`config.mk`:
```
export PLATFORM = sky130hd
export DESIGN_NAME = clksel_top
export DESIGN_NICKNAME = d
export VERILOG_FILES = /design/src/verilog/clksel_pkg.sv /design/src/verilog/clksel_top.sv
export SDC_FILE = /design/constraint.sdc
export NUM_CORES = 1
export LEC_CHECK = 0
export ABC_AREA = 0
export BUFFER_PORTS_ARGS = -buffer_cell sky130_fd_sc_hd__buf_2
export CORE_MARGIN = 10
export CORE_UTILIZATION = 40
export DETAILED_ROUTE_END_ITERATION = 7
export GPL_TIMING_DRIVEN = 0
export PLACE_DENSITY_LB_ADDON = 0.2
export SKIP_LAST_GASP = 1
export SYNTH_ARGS = -nofsm -noshare
export SYNTH_HDL_FRONTEND = slang
export SYNTH_SLANG_ARGS = --single-unit
```
`constraint.sdc`:
```
create_clock -name mclk_i -period 3.75 [get_ports mclk_i]
set_clock_uncertainty 0.2 [all_clocks]
set_input_delay 0.1875 -clock mclk_i [delete_from_list [all_inputs] [get_ports mclk_i]]
set_output_delay 0.1875 -clock mclk_i [all_outputs]
set_load 0.02 [all_outputs]
```
`src/verilog/clksel_pkg.sv`:
```
// Package for the clock source selection block: register map, field positions, codes.
// Assumes an AXI4-Lite master with 32-bit data and one aligned word per register.
package clksel_pkg;
    localparam logic [3:0] ADDR_HF_CTRL   = 4'h0;
    localparam logic [3:0] ADDR_LF_CTRL   = 4'h4;
    localparam logic [3:0] ADDR_IRQ_STAT  = 4'h8;
    localparam logic [3:0] ADDR_IRQ_MASK  = 4'hc;
    localparam int         HF_KEEP_RET    = 7;
    localparam int         HF_EXT_DIG     = 6;
    localparam int         HF_MODE_HI     = 5;
    localparam int         HF_MODE_LO     = 4;
    localparam int         HF_ON_XTAL     = 3;
    localparam int         LF_READY       = 6;
    localparam logic [7:0] HF_CTRL_RST    = 8'h00;
    localparam logic [2:0] LF_CTRL_RST    = 3'h1;
    localparam logic [1:0] HF_MODE_BOTH   = 2'h0;
    localparam logic [1:0] HF_MODE_RC     = 2'h1;
    localparam logic [1:0] HF_MODE_XTAL   = 2'h2;
    localparam logic [2:0] LF_SRC_XTAL    = 3'h0;
    localparam logic [2:0] LF_SRC_RC      = 3'h1;
    localparam logic [2:0] LF_SRC_SYNTH   = 3'h2;
    localparam logic [2:0] LF_SRC_EXT_ANA = 3'h3;
    localparam logic [2:0] LF_SRC_EXT_DIG = 3'h4;
    localparam logic [1:0] RESP_OKAY      = 2'h0;
    localparam logic [1:0] RESP_SLVERR    = 2'h2;
    localparam int         SWITCH_GAP_CYC = 2;
    typedef enum logic [1:0] {
        CLKSEL_PWR_ACTIVE  = 2'h0,
        CLKSEL_PWR_STANDBY = 2'h1,
        CLKSEL_PWR_RETAIN  = 2'h2,
        CLKSEL_PWR_DEEP    = 2'h3
    } clksel_pwr_t;
    typedef enum logic [1:0] {
        CLKSEL_HF_RC   = 2'b00,
        CLKSEL_HF_GAP  = 2'b01,
        CLKSEL_HF_XTAL = 2'b11
    } clksel_hf_state_t;
    typedef struct packed {
        logic hf_rc_en;
        logic hf_xtal_en;
        logic lf_xtal_en;
        logic lf_rc_en;
        logic lf_synth_en;
        logic lf_ext_ana;
        logic lf_ext_dig;
    } clksel_osc_en_t;
endpackage

```
`src/verilog/clksel_top.sv`:
```
// Clock source selection: high- and low-frequency source control with AXI4-Lite registers.
// Assumes oscillator ready flags and the power mode come from outside this clock domain.
//
// Chosen here: the register offsets and the AXI4-Lite register port.
module clksel_top (
    // Clock and reset.
    input  wire logic                        mclk_i,
    input  wire logic                        rst_n_i,
    // AXI4-Lite slave.
    input  wire logic [3:0]                  s_axi_awaddr,
    input  wire logic                        s_axi_awvalid,
    output logic                             s_axi_awready,
    input  wire logic [31:0]                 s_axi_wdata,
    input  wire logic [3:0]                  s_axi_wstrb,
    input  wire logic                        s_axi_wvalid,
    output logic                             s_axi_wready,
    output logic [1:0]                       s_axi_bresp,
    output logic                             s_axi_bvalid,
    input  wire logic                        s_axi_bready,
    input  wire logic [3:0]                  s_axi_araddr,
    input  wire logic                        s_axi_arvalid,
    output logic                             s_axi_arready,
    output logic [31:0]                      s_axi_rdata,
    output logic [1:0]                       s_axi_rresp,
    output logic                             s_axi_rvalid,
    input  wire logic                        s_axi_rready,
    // Power mode and oscillator status from the analog side.
    input  wire clksel_pkg::clksel_pwr_t     pwr_mode_i,
    input  wire logic                        hf_xtal_stable_i,
    input  wire logic                        lf_osc_ready_i,
    // Oscillator enables and clock selects.
    output clksel_pkg::clksel_osc_en_t       osc_en_o,
    output logic                             hf_sel_xtal_o,
    output logic                             hf_sel_ext_o,
    output logic                             hf_gate_o,
    output logic                             lf_pins_xtal_o,
    // Interrupts.
    output logic                             misc_interrupt_request_o,
    output logic                             irq_o
);
    logic [7:0] hf_ctrl_r, hf_ctrl_nxt;
    logic [2:0] lf_ctrl_r, lf_ctrl_nxt;
    logic [1:0] irq_stat_r, irq_stat_nxt;
    logic [1:0] irq_mask_r, irq_mask_nxt;
    logic       aw_ok_r, aw_ok_nxt, w_ok_r, w_ok_nxt, bvalid_r, bvalid_nxt;
    logic [3:0] awaddr_r, awaddr_nxt;
    logic [31:0] wdata_r, wdata_nxt, rdata_r, rdata_nxt;
    logic [3:0] wstrb_r, wstrb_nxt;
    logic [1:0] bresp_r, bresp_nxt, rresp_r, rresp_nxt;
    logic       rvalid_r, rvalid_nxt;
    logic [1:0] hs_s1_r, hs_s2_r, lfr_s1_r, lfr_s2_r, xs_r, xs_nxt;
    logic [1:0] pm_s1_r, pm_s2_r;
    logic       hf_ready_d_r, lf_ready_d_r;
    clksel_pkg::clksel_hf_state_t hf_st_r, hf_st_nxt;
    logic [1:0] gap_cnt_r, gap_cnt_nxt;
    clksel_pkg::clksel_osc_en_t en;
    logic       hf_xtal_ok, hf_rc_ok, hf_stable, lf_ready, xtal_run;
    logic [1:0] mode_s;

    // Check that a register address names one of the four register words.
    function automatic logic mapped(input logic [3:0] a);
        mapped = (a == clksel_pkg::ADDR_HF_CTRL) || (a == clksel_pkg::ADDR_LF_CTRL) ||
                 (a == clksel_pkg::ADDR_IRQ_STAT) || (a == clksel_pkg::ADDR_IRQ_MASK);
    endfunction

    // Two-stage synchronisers for the asynchronous status inputs.
    always_ff @(posedge mclk_i or negedge rst_n_i)
    begin
        if (!rst_n_i)
        begin
            hs_s1_r  <= 2'h0;
            hs_s2_r  <= 2'h0;
            lfr_s1_r <= 2'h0;
            lfr_s2_r <= 2'h0;
            pm_s1_r  <= 2'h0;
            pm_s2_r  <= 2'h0;
        end
        else
        begin
            hs_s1_r  <= {1'b0, hf_xtal_stable_i};
            hs_s2_r  <= hs_s1_r;
            lfr_s1_r <= {1'b0, lf_osc_ready_i};
            lfr_s2_r <= lfr_s1_r;
            pm_s1_r  <= pwr_mode_i;
            pm_s2_r  <= pm_s1_r;
        end
    end

    assign hf_stable = hs_s2_r[0];
    assign lf_ready  = lfr_s2_r[0];
    assign mode_s    = hf_ctrl_r[clksel_pkg::HF_MODE_HI:clksel_pkg::HF_MODE_LO];

    // Crystal runs in active and standby, and in retention when kept on.
    always_comb
    begin
        xtal_run = (pm_s2_r == clksel_pkg::CLKSEL_PWR_ACTIVE) || (pm_s2_r == clksel_pkg::CLKSEL_PWR_STANDBY) ||
                   ((pm_s2_r == clksel_pkg::CLKSEL_PWR_RETAIN) && hf_ctrl_r[clksel_pkg::HF_KEEP_RET]);
        hf_xtal_ok = xtal_run && (mode_s != clksel_pkg::HF_MODE_RC) && !hf_ctrl_r[clksel_pkg::HF_EXT_DIG];
        hf_rc_ok   = (mode_s != clksel_pkg::HF_MODE_XTAL) && !hf_ctrl_r[clksel_pkg::HF_EXT_DIG];
    end

    // HF source sequencer with a dead gap between sources.
    always_comb
    begin
        hf_st_nxt   = hf_st_r;
        gap_cnt_nxt = gap_cnt_r;
        case (hf_st_r)
            clksel_pkg::CLKSEL_HF_RC:
            begin
                if (hf_xtal_ok && hf_stable && mode_s != clksel_pkg::HF_MODE_RC)
                begin
                    hf_st_nxt   = clksel_pkg::CLKSEL_HF_GAP;
                    gap_cnt_nxt = 2'(clksel_pkg::SWITCH_GAP_CYC);
                end
            end
            clksel_pkg::CLKSEL_HF_GAP:
            begin
                if (gap_cnt_r != 2'h0)
                    gap_cnt_nxt = gap_cnt_r - 2'h1;
                else if (hf_xtal_ok && hf_stable)
                    hf_st_nxt = clksel_pkg::CLKSEL_HF_XTAL;
                else
                    hf_st_nxt = clksel_pkg::CLKSEL_HF_RC;
            end
            clksel_pkg::CLKSEL_HF_XTAL:
            begin
                if (!(hf_xtal_ok && hf_stable))
                begin
                    hf_st_nxt   = clksel_pkg::CLKSEL_HF_GAP;
                    gap_cnt_nxt = 2'(clksel_pkg::SWITCH_GAP_CYC);
                end
            end
            default:
                hf_st_nxt = clksel_pkg::CLKSEL_HF_RC;
        endcase
    end

    always_ff @(posedge mclk_i or negedge rst_n_i)
    begin
        if (!rst_n_i)
        begin
            hf_st_r   <= clksel_pkg::CLKSEL_HF_RC;
            gap_cnt_r <= 2'h0;
        end
        else
        begin
            hf_st_r   <= hf_st_nxt;
            gap_cnt_r <= gap_cnt_nxt;
        end
    end

    // Oscillator enables.
    always_comb
    begin
        en.hf_xtal_en  = hf_xtal_ok;
        en.hf_rc_en    = hf_rc_ok && (hf_st_r != clksel_pkg::CLKSEL_HF_XTAL);
        en.lf_xtal_en  = (lf_ctrl_r == clksel_pkg::LF_SRC_XTAL) && (pm_s2_r != clksel_pkg::CLKSEL_PWR_DEEP);
        en.lf_rc_en    = (lf_ctrl_r == clksel_pkg::LF_SRC_RC);
        en.lf_synth_en = (lf_ctrl_r == clksel_pkg::LF_SRC_SYNTH) && hf_xtal_ok && hf_stable;
        en.lf_ext_ana  = (lf_ctrl_r == clksel_pkg::LF_SRC_EXT_ANA);
        en.lf_ext_dig  = (lf_ctrl_r == clksel_pkg::LF_SRC_EXT_DIG);
    end

    // LF ready: the synthesiser enable when the synthesiser is selected, else the synchronised ready flag.
    always_comb
    begin
        xs_nxt = {1'b0, (lf_ctrl_r == clksel_pkg::LF_SRC_SYNTH) ? en.lf_synth_en : lf_ready};
    end

    // Registered oscillator enables, source selects and ready edges.
    always_ff @(posedge mclk_i or negedge rst_n_i)
    begin
        if (!rst_n_i)
        begin
            osc_en_o       <= '0;
            hf_sel_xtal_o  <= 1'b0;
            hf_sel_ext_o   <= 1'b0;
            hf_gate_o      <= 1'b1;
            lf_pins_xtal_o <= 1'b0;
            xs_r           <= 2'h0;
            hf_ready_d_r   <= 1'b0;
            lf_ready_d_r   <= 1'b0;
        end
        else
        begin
            osc_en_o       <= en;
            hf_sel_xtal_o  <= (hf_st_r == clksel_pkg::CLKSEL_HF_XTAL);
            hf_sel_ext_o   <= hf_ctrl_r[clksel_pkg::HF_EXT_DIG];
            hf_gate_o      <= (hf_st_r != clksel_pkg::CLKSEL_HF_GAP);
            lf_pins_xtal_o <= (lf_ctrl_r == clksel_pkg::LF_SRC_XTAL);
            xs_r           <= xs_nxt;
            hf_ready_d_r   <= hf_xtal_ok && hf_stable;
            lf_ready_d_r   <= xs_nxt[0];
        end
    end

    // AXI4-Lite slave and register next values.
    always_comb
    begin
        hf_ctrl_nxt  = hf_ctrl_r;
        lf_ctrl_nxt  = lf_ctrl_r;
        irq_mask_nxt = irq_mask_r;
        aw_ok_nxt    = aw_ok_r;
        w_ok_nxt     = w_ok_r;
        awaddr_nxt   = awaddr_r;
        wdata_nxt    = wdata_r;
        wstrb_nxt    = wstrb_r;
        bvalid_nxt   = bvalid_r;
        bresp_nxt    = bresp_r;
        rvalid_nxt   = rvalid_r;
        rdata_nxt    = rdata_r;
        rresp_nxt    = rresp_r;
        irq_stat_nxt = irq_stat_r;
        if (s_axi_awvalid && s_axi_awready)
        begin
            aw_ok_nxt  = 1'b1;
            awaddr_nxt = s_axi_awaddr;
        end
        if (s_axi_wvalid && s_axi_wready)
        begin
            w_ok_nxt  = 1'b1;
            wdata_nxt = s_axi_wdata;
            wstrb_nxt = s_axi_wstrb;
        end
        if (aw_ok_r && w_ok_r && !bvalid_r)
        begin
            aw_ok_nxt  = 1'b0;
            w_ok_nxt   = 1'b0;
            bvalid_nxt = 1'b1;
            bresp_nxt  = mapped(awaddr_r) ? clksel_pkg::RESP_OKAY : clksel_pkg::RESP_SLVERR;
            if (wstrb_r[0])
            begin
                case (awaddr_r)
                    clksel_pkg::ADDR_HF_CTRL:
                        hf_ctrl_nxt = {wdata_r[7:4], 1'b0, wdata_r[2:0]};
                    clksel_pkg::ADDR_LF_CTRL:
                        lf_ctrl_nxt = wdata_r[2:0];
                    clksel_pkg::ADDR_IRQ_STAT:
                        irq_stat_nxt = irq_stat_r & ~wdata_r[1:0];
                    clksel_pkg::ADDR_IRQ_MASK:
                        irq_mask_nxt = wdata_r[1:0];
                    default:
                        hf_ctrl_nxt = hf_ctrl_r;
                endcase
            end
        end
        else if (bvalid_r && s_axi_bready)
            bvalid_nxt = 1'b0;
        // Events set after the clear so that a set wins.
        if ((hf_xtal_ok && hf_stable) && !hf_ready_d_r)
            irq_stat_nxt[0] = 1'b1;
        if (xs_nxt[0] && !lf_ready_d_r)
            irq_stat_nxt[1] = 1'b1;
        if (s_axi_arvalid && s_axi_arready)
        begin
            rvalid_nxt = 1'b1;
            rresp_nxt  = mapped(s_axi_araddr) ? clksel_pkg::RESP_OKAY : clksel_pkg::RESP_SLVERR;
            case (s_axi_araddr)
                clksel_pkg::ADDR_HF_CTRL:
                    rdata_nxt = {24'h0, hf_ctrl_r[7:4], (hf_st_r == clksel_pkg::CLKSEL_HF_XTAL),
                                 hf_ctrl_r[2:0]};
                clksel_pkg::ADDR_LF_CTRL:
                    rdata_nxt = {25'h0, xs_r[0], 3'h0, lf_ctrl_r};
                clksel_pkg::ADDR_IRQ_STAT:
                    rdata_nxt = {30'h0, irq_stat_r};
                clksel_pkg::ADDR_IRQ_MASK:
                    rdata_nxt = {30'h0, irq_mask_r};
                default:
                    rdata_nxt = 32'h0;
            endcase
        end
        else if (rvalid_r && s_axi_rready)
            rvalid_nxt = 1'b0;
    end

    // Register bank and bus state.
    always_ff @(posedge mclk_i or negedge rst_n_i)
    begin
        if (!rst_n_i)
        begin
            hf_ctrl_r  <= clksel_pkg::HF_CTRL_RST;
            lf_ctrl_r  <= clksel_pkg::LF_CTRL_RST;
            irq_stat_r <= 2'h0;
            irq_mask_r <= 2'h0;
            aw_ok_r    <= 1'b0;
            w_ok_r     <= 1'b0;
            awaddr_r   <= 4'h0;
            wdata_r    <= 32'h0;
            wstrb_r    <= 4'h0;
            bvalid_r   <= 1'b0;
            bresp_r    <= 2'h0;
            rvalid_r   <= 1'b0;
            rdata_r    <= 32'h0;
            rresp_r    <= 2'h0;
        end
        else
        begin
            hf_ctrl_r  <= hf_ctrl_nxt;
            lf_ctrl_r  <= lf_ctrl_nxt;
            irq_stat_r <= irq_stat_nxt;
            irq_mask_r <= irq_mask_nxt;
            aw_ok_r    <= aw_ok_nxt;
            w_ok_r     <= w_ok_nxt;
            awaddr_r   <= awaddr_nxt;
            wdata_r    <= wdata_nxt;
            wstrb_r    <= wstrb_nxt;
            bvalid_r   <= bvalid_nxt;
            bresp_r    <= bresp_nxt;
            rvalid_r   <= rvalid_nxt;
            rdata_r    <= rdata_nxt;
            rresp_r    <= rresp_nxt;
        end
    end

    assign s_axi_awready            = !aw_ok_r && !bvalid_r;
    assign s_axi_wready             = !w_ok_r && !bvalid_r;
    assign s_axi_bvalid             = bvalid_r;
    assign s_axi_bresp              = bresp_r;
    assign s_axi_arready            = !rvalid_r;
    assign s_axi_rvalid             = rvalid_r;
    assign s_axi_rdata              = rdata_r;
    assign s_axi_rresp              = rresp_r;
    assign misc_interrupt_request_o = irq_stat_r[0];
    assign irq_o                    = |(irq_stat_r & irq_mask_r);
endmodule

```
-- Word-level counts from Yosys, hierarchy flattened
Index checks and enable logic that the tools add are counted.
- register bits: 92
- input bits: 55
- output and inout bits: 54
- $add $sub $neg: 1
- equality and inequality tests: 23
- multiplexer cells: 26
- bitwise operators: 3
- reductions and logical operators: 61
- operators with widths (operator ; number):
    $pmux 8 s4 ; 1
    $mux 2 ; 12
    $reduce_bool 2->1 ; 11
    $logic_and 1x1->1 ; 21
    $reduce_and 3->1 ; 6
    $eq 4x4->1 const B ; 4
    $ne 2x2->1 const B ; 7
    $pmux 2 s3 ; 2
    $mux 1 ; 11
    $eq 4x3->1 const B ; 2
    $logic_not 4->1 ; 2
    $logic_or 1x1->1 ; 8
    $logic_not 1->1 ; 7
    $eq 3x2->1 const B ; 2
    $and 2x2->2 ; 2
    $eq 2x1->1 const B ; 2
    $eq 2x2->1 const B ; 2
    $logic_not 2->1 ; 2
    $ne 2x1->1 const B ; 2
    $reduce_and 4->1 ; 1
    $eq 3x1->1 const B ; 1
    $eq 3x3->1 const B ; 1
    $logic_not 3->1 ; 1
    $reduce_bool 3->1 ; 1
    other kinds (3) ; 3

-- Depth between registers and ports, before layout
Gate-level depths: netlist of the first run.
- depth in word-level cells: 11
- depth in mapped cells: 6
- gate-level depth less buffers: 6

-- Worst setup path before layout of the first run
No wires, ideal clock.
- path kind: flip-flop to flip-flop
- start: register bvalid_r (netlist: s_axi_bvalid)
- end: register hf_ctrl_r[0]
- data arrival time: 1629 ps
- path slack: 1797 ps
- cell stages (with the launch flop): 4
- path buffers: 0
- period minus slack after synthesis: 1953 ps
- cells stage by stage: dfrtp_1 nand3b_1 nor4_4 mux2_2
- word-level cells in the longest chain between the ends: 3
- RTL lines (what ; line ; source):
    start: declaration ; clksel_top.sv:45 ; logic aw_ok_r, aw_ok_nxt, w_ok_r, w_ok_nxt, bvalid_r, bvalid_nxt;
    start signal: assignment ; clksel_top.sv:307 ; bvalid_r <= bvalid_nxt;
    $logic_not 1->1 ; clksel_top.sv:225 ; if (aw_ok_r && w_ok_r && !bvalid_r)
    $logic_and 1x1->1 ; clksel_top.sv:225 ;
    $reduce_and 3->1 (no source line) ; -- ;
    end signal: assignment ; clksel_top.sv:281 ; hf_ctrl_r <= clksel_pkg::HF_CTRL_RST;
    end signal: assignment ; clksel_top.sv:298 ; hf_ctrl_r <= hf_ctrl_nxt;
    end: declaration ; clksel_top.sv:41 ; logic [7:0] hf_ctrl_r, hf_ctrl_nxt;
Every way passes these cells.
A chain may end at the register's enable or synchronous reset.

-- Worst setup path after layout of the first run
- start: register hf_ctrl_r[4]
- end: register gap_cnt_r[1]
- word-level cells in the longest chain between the ends: 7
- RTL lines (what ; line ; source):
    $ne 2x1->1 (*) ; clksel_top.sv:98, clksel_top.sv:110 ;
    $logic_and 1x1->1 (2 in a row) ; clksel_top.sv:98 ; hf_xtal_ok = xtal_run && (mode_s != clksel_pkg::HF_MODE_RC) && !hf_ctrl_r[clksel_pkg::HF_EXT_DIG];
    $logic_and 1x1->1 ; clksel_top.sv:110, clksel_top.sv:127 ;
    $logic_and 1x1->1 ; clksel_top.sv:110 ; if (hf_xtal_ok && hf_stable && mode_s != clksel_pkg::HF_MODE_RC)
    $ne 2x2->1 (no source line) ; -- ;
    $reduce_and 4->1 (no source line) (*) ; -- ;
    end signal: assignment ; clksel_top.sv:148 ; gap_cnt_r <= gap_cnt_nxt;
    end: declaration ; clksel_top.sv:55 ; logic [1:0] gap_cnt_r, gap_cnt_nxt;
Every way passes the cells marked *; elsewhere a longest branch is shown, timed or not.

==> results.md, run 1 <==
* Status: finished, final reports clean
* Min-Delay Path Class: in -> reg
* Fraction of registers with async set or reset after synthesis at 100%
* Final Util at 54.9%
* Crit path launch: hf_ctrl_r[4]
* H-tree levels at 3
* Hold Startpoint: s_axi_awvalid
* Switching Fraction at 33.1%
* Vias at 1843
* Total CTS buffers at 9
* Post-Syn Area at 2820 µm²
* Largest net degree at the start of global routing at 66
* Part of the power in combinational logic at 31.0%
* Ant diodes at 0
* GP Congestion at 0.732
* Worst setup EP type: register
* Top_reg_cell synth: dfrtp_1
* Via-per-instance ratio at 4.31
* Syn_area_per_cell at 13.1 µm²
* Maximum vdd drop at 0.327 mV
* Area contributors post-synth: dfrtp_1 56%, mux2_2 10%, buf_4 6.9%, ha_1 2.7%, a22o_1 2.5%
* Synth-to-layout area growth at 33.0%
* Seq cells post-synth at 65
* Rows at 30
* CTS tree: built
* Initial DRC count at 80
* # nets final at 388
* Die Y at 104 µm
* Clk pwr share at 26.3%
* DP Wirelength at 4230 µm
* Root Buffer: clkbuf_8
* Leading area contributor after synthesis: dfrtp_1
* Max-Cap Viols at 0
* Initial antenna violation count at 0
* RSZ-0062 raised after global routing: no
* Leakage at 1.89 nW
* Reg-to-reg slack, setup at 1.56 ns
* GR Util met1 at 14.1%
* P_int at 0.00170 W
* CTS clk-pin slew, worst paths at 0.07 ns
* Antenna viol nets, final at 0
* Met2 usage at 15.8%
* Fill count at 630
* Max frequency at 456 MHz
* Die width at 104 µm
* Layout cell share with drive strength beyond 1 at 39.8%
* First-pass GRT wire length at 9760 µm
* Busiest grt layer: met2
* Synth top area share at 55.9%
* Final min period at 2.19 ns
* Post-synthesis instance total at 216
* P_sw at 0.000840 W
* Gr ovfl total at 0
* CP startpoint kind: register
* Clk sink count at 65
* Met3 GRT Util at 3.72%
* Drt pass-1 iters at 4
* CP required at 3.78 ns
* Fin Setup TNS at 0 ns
* Io pins at 109
* DR WL/cell at 13.5 µm
* Setup Buffers After CTS at 0
* Max-slew violations at 0
* Initial Utilization at 41.3%
* Synth cell types at 34
* Total global routing track utilization at 11.0%
* Flop pwr share at 42.7%
* Rel. slew slack at 46.9%
* Synthesis Warnings at 0
* PwrDens at 677 nW/µm²
* Core outline area at 6830 µm²
* Final number of setup-violating endpoints at 0
* Final Hold Viols at 0
* Worst Path Arrival at 2.22 ns
* DRC viols at 0
* Vias in the first global route at 1964
* Final worst-path cycle share at 58.5%
* Maximum clock path buffer count at 2
* Worst slew pin tran at 0.797 ns
* Worst R2R Start: hf_ctrl_r[4]
* Buffers on Ports at 53
* # resized after CTS at 0
* Routed WL at 5790 µm
* Crit path max fanout at 9
* Clock Latency Late Sink at 0.34 ns
* Seq/Total Area, Yosys at 57.8%
* Critical path class: reg -> reg
* EDFF count, synth at 0
* Die Area at 10800 µm²
## registers in the layout (all words and copies together), names as in the netlist, 2 cells and up
signal	flops
irq_stat_r	2
s_axi_rdata	8
hf_st_r	2
gap_cnt_r	2
lf_ctrl_r	3
pm_s1_r	2
pm_s2_r	2
hf_ctrl_r	7
osc_en_o	7
wdata_r	7
irq_mask_r	2
awaddr_r	4
## worst paths after layout
check                            endpoint  cells past startpoint
max                          gap_cnt_r[1]                      4
min                               aw_ok_r                      3
max reg2reg                  gap_cnt_r[1]                      4
min reg2reg                    pm_s2_r[0]                      0
max in group asynchronous  s_axi_rdata[4]                      2
min in group asynchronous    s_axi_bvalid                      2
## cells in the final DEF, fill, tap and decap left out, types with 4 or more instances in the layout
cell type / netlist / final
buf_4: 26 / 27
buf_2: 0 / 52
inv_1: 14 / 14
clkbuf_8: 0 / 11
mux2_2: 26 / 26
dfrtp_1: 63 / 63
nand2_1: 7 / 7
conb_1: 1 / 26
dlygate4sd3_1: 0 / 22
nor2b_1: 6 / 6
mux2i_1: 6 / 6
nor2_1: 10 / 10
a22o_1: 8 / 8
ha_1: 6 / 6
a211oi_1: 4 / 4
o21ai_0: 6 / 6
## critical path: stages, from the launching register on
cell and delay (ns):
dfrtp_1 0.41, nor2b_1 0.18, a2111oi_4 0.66, mux2_2 0.42
o22a_2 0.22
## metal layers
layer  up-vias  part of all wire [%]  routed length, µm
li1        910                     -                  -
met3         9                   6.7                390
met4         0                   1.5                 87
met1       863                    49               2820
met5         -                     0                  0
met2        61                    43               2490
## metrics by stage
step           setup WS [ns]  total power, W  std cells  area, µm²  hold slack [ns]
2_1_floorplan           1.80         0.00164        241       2910           -0.308
4_1_cts                 1.54         0.00257        428       3750          0.00130
3_3_place_gp            1.54         0.00185        390       3300           0.0971
3_5_place_dp            1.55         0.00188        390       3300           0.0969
5_1_grt                 1.45         0.00271        428       3750           0.0392
6_report                1.56         0.00254        428       3750           0.0117
## area by class of cell
| cell class | count | area (µm²) | area share [%] |
|---|---|---|---|
| sequential | 65 | 1630 | 43.4 |
| tap | 96 | 120 | 3.20 |
| timing repair buffer | 75 | 488 | 13.0 |
| multi-input combinational | 133 | 1020 | 27.3 |
| buffer | 29 | 206 | 5.51 |
| clock inverter | 5 | 77.6 | 2.07 |
| inverter | 14 | 52.6 | 1.40 |
| clock buffer | 11 | 151 | 4.04 |
## cells by family (layout without fill, tap and decap cells)
| logic type | Yosys count | after routing | synth area share (%) |
|---|---|---|---|
| compound gates | 26 | 26 | 7.50 |
| fa+ha+maj | 6 | 6 | 2.66 |
| buf+inv | 43 | 134 | 9.19 |
| flops | 65 | 65 | 57.8 |
| mux | 34 | 34 | 14.1 |
| other cells | 1 | 26 | 0.133 |
| simple gates | 41 | 41 | 8.61 |
## Yosys cell counts (2+ instances only)
cell type,n
dfstp_2,2
buf_4,26
mux4_2,2
nand2_1,7
clkbuf_1,3
nor2_1,10
nor2b_1,6
ha_1,6
mux2i_1,6
o21a_1,2
o21ai_0,6
nand3_1,3
a22o_1,8
a211oi_1,4
nor3_1,3
dfrtp_1,63
mux2_2,26
nand3b_1,2
nor3b_1,3
inv_1,14
## power groups by stage
stage | sequential, W | combinational (W) | clock [W]
detailed placement | 0.00110 | 0.000781 | 0
CTS | 0.00108 | 0.000799 | 0.000686
global route | 0.00112 | 0.000882 | 0.000712
finish | 0.00108 | 0.000786 | 0.000669
global placement | 0.00109 | 0.000761 | 0
floorplan | 0.00113 | 0.000511 | 0
## timing repair
action | CTS | global route
endpoints found under the setup margin | 0 | 0
hold buffers | 22 | 0
hold endpoints to repair | 83 | 0
Note: power is estimated with default switching activity, not from simulation.
==> run 2, diff against run 1 <==
==> constraint.sdc (replaced) <==
create_clock -name mclk_i -period 2.1 [get_ports mclk_i]
set_clock_uncertainty 0.2 [all_clocks]
set_input_delay 0.105 -clock mclk_i [delete_from_list [all_inputs] [get_ports mclk_i]]
set_output_delay 0.105 -clock mclk_i [all_outputs]
set_load 0.02 [all_outputs]
==> run 2 against run 1 <==
  * Design area is 2.1% higher
  * Count of clock-buffer cells in the layout stayed put
  * Sequential power is 79% higher
  * Worst hold slack better by 0.048 ns
  * Sequential share of layout area is 0.88 points lower
  * Setup slack worse by 1.4 ns
  * Non-clock buffer count is 9 higher
  * Register-to-register slack worse by 1.4 ns
  * Wire length is 1.3% higher
  * Critical path depth stayed put
  * Final cell count is 2.1% higher
  * First-iteration DRC count is 2.5% lower
  * Critical endpoint is now hf_ctrl_r[7]
  * Highest routed layer unchanged
==> results.md, run 2 (same netlist as run 1, synthesis figures left out) <==
* Die Y at 104 µm (unchanged)
* PwrDens at 1190 nW/µm² (+76%)
* Area occupied by multi-input gates at 1030 µm² (+0.24%)
* Vias in the first global route at 2004 (+2.0%)
* Status: finished, final reports clean
* Worst R2R Start: awaddr_r[1]
* Hold Startpoint: s_axi_arvalid
* Met2 WL at 2540 µm (+2.0%)
* CP max stage delay at 0.53 ns (-0.13 ns)
* Initial DRC count at 78 (-2.5%)
* Buf+Inv Stages, Crit Path at 1 (+1)
* Max Used Layer: met4
* Max frequency at 504 MHz (+10%)
* Initial antenna violation count at 0 (unchanged)
* Final number of setup-violating endpoints at 0 (unchanged)
* Leakage at 1.93 nW (+2.4%)
* Commonest non-fill, non-tap cell in the layout: dfrtp_1
* Worst setup EP type: register
* Die width at 104 µm (unchanged)
* Hold Slack at 0.0592 ns (+0.0475 ns)
* Min-Delay Path Class: in -> reg
* Clk sink count at 65 (unchanged)
* Rows at 30 (unchanged)
* Non-Filler Instances at 437 (+2.1%)
* CTS clk-pin slew, worst paths at 0.07 ns (about the same)
* Final Util at 56.0% (+1.1 points)
* Final worst-path cycle share at 94.5% (+36 points)
* Clock Latency Late Sink at 0.34 ns (about the same)
* DP Wirelength at 4230 µm (unchanged)
* Max reg flops at 8 (unchanged)
* CP required at 2.12 ns (-1.66 ns)
* Rel. slew slack at 46.3% (-0.58 points)
* Worst Path Arrival at 2.00 ns (-0.22 ns)
* Ant diodes at 0 (unchanged)
* RSZ-0062 raised after global routing: no
* Fill count at 628 (-0.32%)
* Most frequent cells in the layout: 63 x dfrtp_1, 52 x buf_2, 33 x buf_4
* Crit path launch: awaddr_r[1]
* Synth-to-layout area growth at 35.8%
* Critical-path cell with the highest stage delay: or3b_2
* Final min period at 1.98 ns (-0.208 ns)
* Critical-path cell list: or3b_2 > nor4_4 > buf_4 > mux2_2
* DRC viols at 0 (unchanged)
* Met3 routed WL at 405 µm (+3.8%)
* Routed WL at 5860 µm (+1.3%)
* Total CTS buffers at 9 (unchanged)
* Metal1 wirelength at 2830 µm (+0.39%)
* Buffers on Ports at 53 (unchanged)
* Via-per-instance ratio at 4.32 (+0.33%)
* Root Buffer: clkbuf_8
* Critical path class: reg -> reg
* DR WL/cell at 13.4 µm (-0.76%)
* GP Congestion at 0.732 (unchanged)
* Maximum vdd drop at 0.580 mV (+77%)
* Worst slew pin tran at 0.805 ns (+0.00865 ns)
* CTS tree: built
* Gr ovfl total at 0 (unchanged)
* Core outline area at 6830 µm² (unchanged)
* Crit path max fanout at 4 (-5)
* Initial Utilization at 41.3% (unchanged)
* Setup ws final at 0.115 ns (-1.44 ns)
* Drt pass-1 iters at 4 (unchanged)
* Place WS at -0.0981 ns (-1.65 ns)
* FF/Latch Area at 1630 µm² (unchanged)
* H-tree levels at 3 (unchanged)
* Vias at 1888 (+2.4%)
* Maximum clock path buffer count at 2 (unchanged)
* Final Hold Viols at 0 (unchanged)
* Antenna viol nets, final at 0 (unchanged)
* Placed cells at 390 (unchanged)
* Die Area at 10800 µm² (unchanged)
* First-pass GRT wire length at 9930 µm (+1.7%)
* CP startpoint kind: register
* Max-slew violations at 0 (unchanged)
* Max-Cap Viols at 0 (unchanged)
* Reg-to-reg slack, setup at 0.12 ns (-1.44 ns)
* Layout cell share with drive strength beyond 1 at 40.8% (+1.0 points)
* # nets final at 397 (+2.3%)
* Total global routing track utilization at 11.2% (+0.17 points)
* Largest net degree at the start of global routing at 66 (unchanged)
* Crit path max-delay family: simple AND/OR/NAND/NOR gates
* Io pins at 109 (unchanged)
## run 2: cell types whose count changed in the layout (fill, tap and decap cells not counted), sizes merged
cell         before  now
dlygate4sd3      22   25
buf              79   85
## run 2: final timing paths
kind / to / cells past startpoint
setup / recovery: hf_ctrl_r[7] / 4
min in group asynchronous: s_axi_bvalid / 2
max in group asynchronous: s_axi_rdata[4] / 2
hold reg to reg: pm_s2_r[0] / 0
hold / removal: s_axi_rdata[2] / 4
setup reg to reg: hf_ctrl_r[7] / 4
## run 2: worst reg2reg max path: stages, from the launching register on
cell	delay, ns
dfrtp_1	0.39
or3b_2	0.53
nor4_4	0.24
buf_4	0.18
mux2_2	0.33
## run 2: area by class of cell
cell class                      instances  share of cell area (%)
Clock buffer                           11                    3.96
Timing Repair Buffer                   84                    14.7
Clock inverter                          5                    2.03
Sequential cell                        65                    42.6
Buffer                                 29                    5.39
Tap cell                               96                    3.14
Inverter                               14                    1.37
Multi-Input combinational cell        133                    26.8
## run 2: through the flow
stage / cell area, µm² / setup TNS (ns) / power, W
floorplan: 2910 / 0 / 0.00292
global placement: 3300 / -0.237 / 0.00331
detailed placement: 3300 / -0.307 / 0.00335
CTS: 3820 / 0 / 0.00461
global route: 3830 / 0 / 0.00488
finish: 3830 / 0 / 0.00457
## run 2: repair_timing
item,CTS,global route
endpoints found under the hold margin,88,0
resized for setup,0,1
hold buffers,25,0
pin swaps,2,0
buffers inserted,6,0
setup endpoints to repair,10,3
## run 2: routing by layer
| metal | global-route usage (%) | up-vias |
|---|---|---|
| met5 | 0 | - |
| met4 | 5.96 | 0 |
| met3 | 3.78 | 9 |
| met2 | 16.3 | 63 |
| met1 | 14.3 | 890 |
| li1 | - | 926 |
## run 2: report_power, final
group	internal, W	switching [W]
sequential	0.00164	0.000297
clock	0.000729	0.000466
combinational	0.000693	0.000747
